--- src/core/pss_pkg.sv ---
package pss_pkg;
  localparam int CLK_PERIOD_NS = 10;
  localparam int ACT_MIN_CYC = 8;
  localparam int MRD_MIN_CYC = 8;
  localparam int INDIS_CYC = 1;
  localparam int CKOFF_MIN_CYC = 5;
  localparam int CKEV_MIN_CYC = 2;
  localparam int FIXOUT_CYC = 2;
  localparam int CNT_W = 4;
  localparam logic [3:0] CNT_ZERO = 4'h0;
  localparam logic [3:0] CNT_ONE = 4'h1;
  typedef enum logic [2:0] {
    PSS_RESET, PSS_ACTIVE, PSS_ENTER, PSS_SAVE, PSS_EXIT
  } pss_state_t;
endpackage : pss_pkg

--- src/core/pss_sync.sv ---
`timescale 1ns/1ps
module pss_sync #(
  parameter int W = 1
) (
  input wire logic core_clk,
  input wire logic rstn,
  input wire logic [W-1:0] d,
  output logic [W-1:0] q
);
  logic [W-1:0] meta;
  logic [W-1:0] next_meta;
  logic [W-1:0] next_q;
  always_comb begin
    next_meta = d;
    next_q = meta;
  end
  always_ff @(posedge core_clk or negedge rstn) begin
    if (!rstn) begin
      meta <= '0;
      q <= '0;
    end else begin
      meta <= next_meta;
      q <= next_q;
    end
  end
endmodule : pss_sync

--- src/core/pss_seq.sv ---
`timescale 1ns/1ps
module pss_seq
  import pss_pkg::*;
(
  input wire logic core_clk,
  input wire logic rstn,
  input wire logic [1:0] clock_enable_inputs,
  input wire logic control_field_upper_bit,
  input wire logic control_field_lower_bit,
  input wire logic clock_stopped,
  output logic input_buffers_enable,
  output logic cke_buffers_enable,
  output logic [1:0] registered_clock_enable_outputs,
  output logic redriven_oe,
  output logic static_outputs_valid,
  output logic power_save_active
);
  // pin-side copies after two flops each
  logic [1:0] cke_s;
  logic [1:0] ps_s;
  logic stop_s;

  // sequencer state
  pss_state_t state;
  pss_state_t next_state;
  logic [CNT_W-1:0] cnt;
  logic [CNT_W-1:0] next_cnt;
  logic [CNT_W-1:0] stop_cnt;
  logic [CNT_W-1:0] next_stop_cnt;

  // buffer controls
  logic next_inbuf;
  logic next_ckebuf;
  logic next_static;
  logic next_psa;
  logic [1:0] next_qcke;

  // output enable path
  logic half_oe;
  logic next_half_oe;
  logic oe_neg;
  logic next_oe_neg;

  // decoded conditions
  logic ps_on;
  logic cke_all_low;
  logic boot;
  logic enter_save;
  logic leave_save;
  logic stop_expired;

  pss_sync #(
    .W(2)
  ) u_cke (
    .core_clk(core_clk),
    .rstn(rstn),
    .d(clock_enable_inputs),
    .q(cke_s)
  );

  pss_sync #(
    .W(2)
  ) u_ps (
    .core_clk(core_clk),
    .rstn(rstn),
    .d({control_field_upper_bit, control_field_lower_bit}),
    .q(ps_s)
  );

  pss_sync #(
    .W(1)
  ) u_stop (
    .core_clk(core_clk),
    .rstn(rstn),
    .d(clock_stopped),
    .q(stop_s)
  );

  // lower bit is a don't-care, only the upper bit arms power save
  assign ps_on = ps_s[1];
  assign cke_all_low = (cke_s == 2'h0);
  assign boot = (state == PSS_RESET);
  assign enter_save = (state == PSS_ENTER) && cke_all_low && (cnt == CNT_ZERO);
  assign leave_save = (state == PSS_SAVE) && !cke_all_low;
  assign stop_expired = (state == PSS_SAVE) && cke_all_low && stop_s
    && (stop_cnt >= CNT_W'(CKEV_MIN_CYC));

  // sync eats two cycles, so two more are spent before the buffers go off
  always_comb begin
    next_state = state;
    next_cnt = cnt;
    case (state)
      PSS_RESET: begin
        next_state = PSS_ACTIVE;
      end
      PSS_ACTIVE: begin
        if (ps_on && cke_all_low) begin
          next_state = PSS_ENTER;
          next_cnt = CNT_W'(INDIS_CYC - 1);
        end
      end
      PSS_ENTER: begin
        if (!cke_all_low) begin
          // host changed its mind before the buffers went off
          next_state = PSS_ACTIVE;
        end else if (cnt == CNT_ZERO) begin
          next_state = PSS_SAVE;
        end else begin
          next_cnt = cnt - CNT_ONE;
        end
      end
      PSS_SAVE: begin
        if (!cke_all_low) begin
          next_state = PSS_EXIT;
          next_cnt = CNT_W'(FIXOUT_CYC - 1);
        end
      end
      PSS_EXIT: begin
        // short settle before a new entry is taken
        if (cnt == CNT_ZERO) begin
          next_state = PSS_ACTIVE;
        end else begin
          next_cnt = cnt - CNT_ONE;
        end
      end
      default: begin
        next_state = PSS_RESET;
      end
    endcase
  end

  always_ff @(posedge core_clk or negedge rstn) begin
    if (!rstn) begin
      state <= PSS_RESET;
      cnt <= CNT_ZERO;
    end else begin
      state <= next_state;
      cnt <= next_cnt;
    end
  end

  // clock-stop counter, cleared whenever the clock runs again; saturates
  always_comb begin
    next_stop_cnt = stop_cnt;
    if (state != PSS_SAVE || !stop_s) begin
      next_stop_cnt = CNT_ZERO;
    end else if (!stop_expired) begin
      next_stop_cnt = stop_cnt + CNT_ONE;
    end
  end

  always_ff @(posedge core_clk or negedge rstn) begin
    if (!rstn) begin
      stop_cnt <= CNT_ZERO;
    end else begin
      stop_cnt <= next_stop_cnt;
    end
  end

  // wake beats a pending clock-stop disable, so the host never finds cke deaf
  always_comb begin
    next_psa = (next_state == PSS_SAVE);
    next_inbuf = input_buffers_enable;
    next_ckebuf = cke_buffers_enable;
    next_static = static_outputs_valid;
    if (boot) begin
      next_inbuf = 1'b1;
      next_ckebuf = 1'b1;
      next_static = 1'b1;
    end else if (enter_save) begin
      next_inbuf = 1'b0; // off 4 cycles after the pins drop
      next_static = 1'b0;
    end else if (leave_save) begin
      next_inbuf = 1'b1;
      next_ckebuf = 1'b1;
      next_static = 1'b1; // back 3 cycles after either pin rises
    end else if (stop_expired) begin
      next_ckebuf = 1'b0; // held at least 2 cycles past clock stop
    end
  end

  always_ff @(posedge core_clk or negedge rstn) begin
    if (!rstn) begin
      input_buffers_enable <= 1'b0;
      cke_buffers_enable <= 1'b0;
      static_outputs_valid <= 1'b0;
      power_save_active <= 1'b0;
    end else begin
      input_buffers_enable <= next_inbuf;
      cke_buffers_enable <= next_ckebuf;
      static_outputs_valid <= next_static;
      power_save_active <= next_psa;
    end
  end

  // each registered enable follows its own pin one cycle after sync
  for (genvar i = 0; i < 2; i++) begin : g_qcke
    always_comb begin
      next_qcke[i] = cke_s[i];
    end
    always_ff @(posedge core_clk or negedge rstn) begin
      if (!rstn) begin
        registered_clock_enable_outputs[i] <= 1'b0;
      end else begin
        registered_clock_enable_outputs[i] <= next_qcke[i];
      end
    end
  end

  // hi-z 1.5 cycles after the registered enables drop:
  // one rising stage, then one falling stage
  always_comb begin
    next_half_oe = !(ps_on && registered_clock_enable_outputs == 2'h0);
    next_oe_neg = half_oe;
  end

  always_ff @(posedge core_clk or negedge rstn) begin
    if (!rstn) begin
      half_oe <= 1'b0;
    end else begin
      half_oe <= next_half_oe;
    end
  end

  always_ff @(negedge core_clk or negedge rstn) begin
    if (!rstn) begin
      oe_neg <= 1'b0;
    end else begin
      oe_neg <= next_oe_neg;
    end
  end

  // re-enable takes the same path; outputs stay parked while the enables are low and the upper control bit is set
  assign redriven_oe = oe_neg;
endmodule : pss_seq

--- config.mk ---
export PLATFORM = sky130hd
export DESIGN_NAME = pss_seq
export DESIGN_NICKNAME = d
export VERILOG_FILES = /design/src/core/pss_pkg.sv /design/src/core/pss_sync.sv /design/src/core/pss_seq.sv
export SDC_FILE = /design/constraint.sdc
export NUM_CORES = 1
export LEC_CHECK = 0
export CORE_MARGIN = 2
export CORE_UTILIZATION = 60
export CTS_BUF_LIST = sky130_fd_sc_hd__clkbuf_2 sky130_fd_sc_hd__clkbuf_4 sky130_fd_sc_hd__clkbuf_8
export DETAILED_ROUTE_END_ITERATION = 8
export DONT_BUFFER_PORTS = 1
export PLACE_DENSITY = 0.76
export SLEW_MARGIN = 20
export SYNTH_ARGS = -nofsm -noshare
export SYNTH_HDL_FRONTEND = slang
export SYNTH_HIERARCHICAL = 1
export SYNTH_SLANG_ARGS = --single-unit
--- constraint.sdc ---
create_clock -name core_clk -period 2.84 [get_ports core_clk]
set_input_delay 0.284 -clock core_clk [delete_from_list [all_inputs] [get_ports core_clk]]
set_output_delay 0.284 -clock core_clk [all_outputs]
set_load 0.05 [all_outputs]
==> flow_summary.json <==
{
  "status": "finished clean",
  "crit_cells": 0,
  "layout-drive-gt1-share": 0.101,
  "wl_met2_mm": 1.09,
  "routedWlPerCell_um": 15.1,
  "hold_viol_final": 0,
  "slew_viol_final": 0,
  "r2r_end": "cnt[3]",
  "routed_wl_mm": 2.06,
  "synthesis.instances": 105,
  "syn_area_um2": 1190,
  "rows": 16,
  "io_pins": 14,
  "cts_inserted_buffers": 3,
  "p_leak_nw": 0.552,
  "via_count": 814,
  "clockPowerShare": 0.348,
  "rsz0062_at_grt": "no",
  "cts-root-buf": "clkbuf_4",
  "finalSetupTns_ps": 0,
  "arrival_ps": 2440,
  "cts-resized-gates": 0,
  "start_util": 0.619,
  "die_y_um": 48.5,
  "cts_tree": "yes",
  "internal_power_w": 0.000553,
  "dr.pass1.iters": 4,
  "reg2reg_slack_ps": 770,
  "core_um2": 1920,
  "dpl.hpwl_mm": 1.44,
  "clock_latency_ps": 320,
  "power_w": 0.000727,
  "die_w_um": 48.5,
  "avgSynthCellArea_um2": 11.3,
  "port_buffers": 0,
  "combPwrFrac": 0.078,
  "drtIter0Drc": 21,
  "seqPwrFrac": 0.574,
  "gp_congestion": 0.743,
  "area_growth_syn_to_layout_pct": 8.52,
  "setup_viol": 0,
  "diodes": 0,
  "grt_pass1_wl_mm": 3.56,
  "wl_met1_um": 888,
  "grt_max_degree": 26,
  "timing.rr.start": "state[2]",
  "yosysWarningCount": 6,
  "antenna_left": 0,
  "worstPathRequired_ps": 2560,
  "crit_start": "redriven_oe",
  "setup.worst_path.class": "flip-flop to output port",
  "max_cap_viol_count": 0,
  "top_layer": "met4",
  "drc": 0,
  "syn_nets": 116,
  "hold_class": "flip-flop to flip-flop",
  "postLayoutCoreUtil": 0.672,
  "power.density_nw_per_um2": 563,
  "cp-start-kind": "flip-flop",
  "tightest_slew_ps": 900,
  "switching_power_w": 0.000174,
  "end_kind": "output port",
  "endpoint": "redriven_oe",
  "clk_pin_slew_ps": 140,
  "mostFrequentLayoutCell": "dfrtp_1",
  "cp_max_fo": 1,
  "vdd_drop_max_v": 0.000450,
  "avgViaCountPerCell": 5.99,
  "rr_worst_depth": 4,
  "finClkSkew_ps": 8.78,
  "switching_share": 0.239,
  "htreeDepth": 1,
  "final_cell_mix": "dfrtp_1, nor2_1, a21oi_1, inv_1, dlygate4sd3_1",
  "antenna_found_initial": 0,
  "die_area_um2": 2360,
  "track_usage": 0.195,
  "overflow": 0,
  "final_nets": 121,
  "cts_sinks": 26,
  "wl_met3_um": 60,
  "relSlewSlack": 0.400,
  "clk_path_buf_depth": 2,
  "grt_pass1_vias": 821
}
==> worst register-to-register path, stage by stage, from the launching register on <==
cell and delay [ps]:
dfrtp_1 560, or4b_4 610, a211o_1 370, o31a_4 140, a211o_1 290
==> how the worst min path moves through the flow <==
stage / from / to / slack, ps / cells after the start
2_1_floorplan: rstn / cke_buffers_enable / -10 / 0
3_3_place_gp: rstn / stop_cnt[0] / -10 / 0
3_5_place_dp: rstn / stop_cnt[0] / -10 / 0
4_1_cts: u_cke/meta[0] / u_cke/q[0] / 370 / 0
5_1_grt: u_cke/meta[1] / u_cke/q[1] / 370 / 0
6_report: u_cke/meta[0] / u_cke/q[0] / 370 / 0
==> cell type report <==
class                   instances  area [um2]
flip-flops and latches         26         651
fillers                       162         631
multi-input cells              68         480
repair buffers                  6        55.1
well taps                      27        33.8
clock inverters                 1        30.0
clock buffers                   3        22.5
inverters                       5        18.8
==> flip-flops by register name, summed over array words and instances, names as in the netlist, 2 cells and up <==
name / cells
cnt: 4
registered_clock_enable_outputs: 2
state: 3
stop_cnt: 4
u_cke/meta: 2
u_cke/q: 2
==> metal layers <==
metal,vias up,GRT usage
met5,-,0
met3,2,0.0309
met2,17,0.331
li1,382,-
met4,0,0.0810
met1,413,0.251
==> stage by stage <==
step           cell area, um2  hold WS, ps  worst slack, ps  instances
2_1_floorplan            1190        -11.6              485        105
3_3_place_gp             1180        -11.1              478        126
3_5_place_dp             1180        -11.1              463        126
4_1_cts                  1290          369              107        135
5_1_grt                  1290          371             93.0        136
6_report                 1290          367              116        136
==> power by group through the flow <==
stage | Combinational [W] | Sequential, W | Clock (W)
after floorplan | 0.0000522 | 0.000410 | 0
after global placement | 0.0000429 | 0.000423 | 0
after detailed placement | 0.0000444 | 0.000425 | 0
after CTS | 0.0000567 | 0.000417 | 0.000257
after global routing | 0.0000647 | 0.000420 | 0.000272
final | 0.0000564 | 0.000417 | 0.000253
==> timing repair <==
| item | 4_1_cts | 5_1_grt |
|---|---|---|
| hold endpoints to repair | 29 | 25 |
| hold buffers | 5 | 1 |
| setup buffers | 0 | 0 |
No activity file was read; power rests on OpenSTA's default activity.
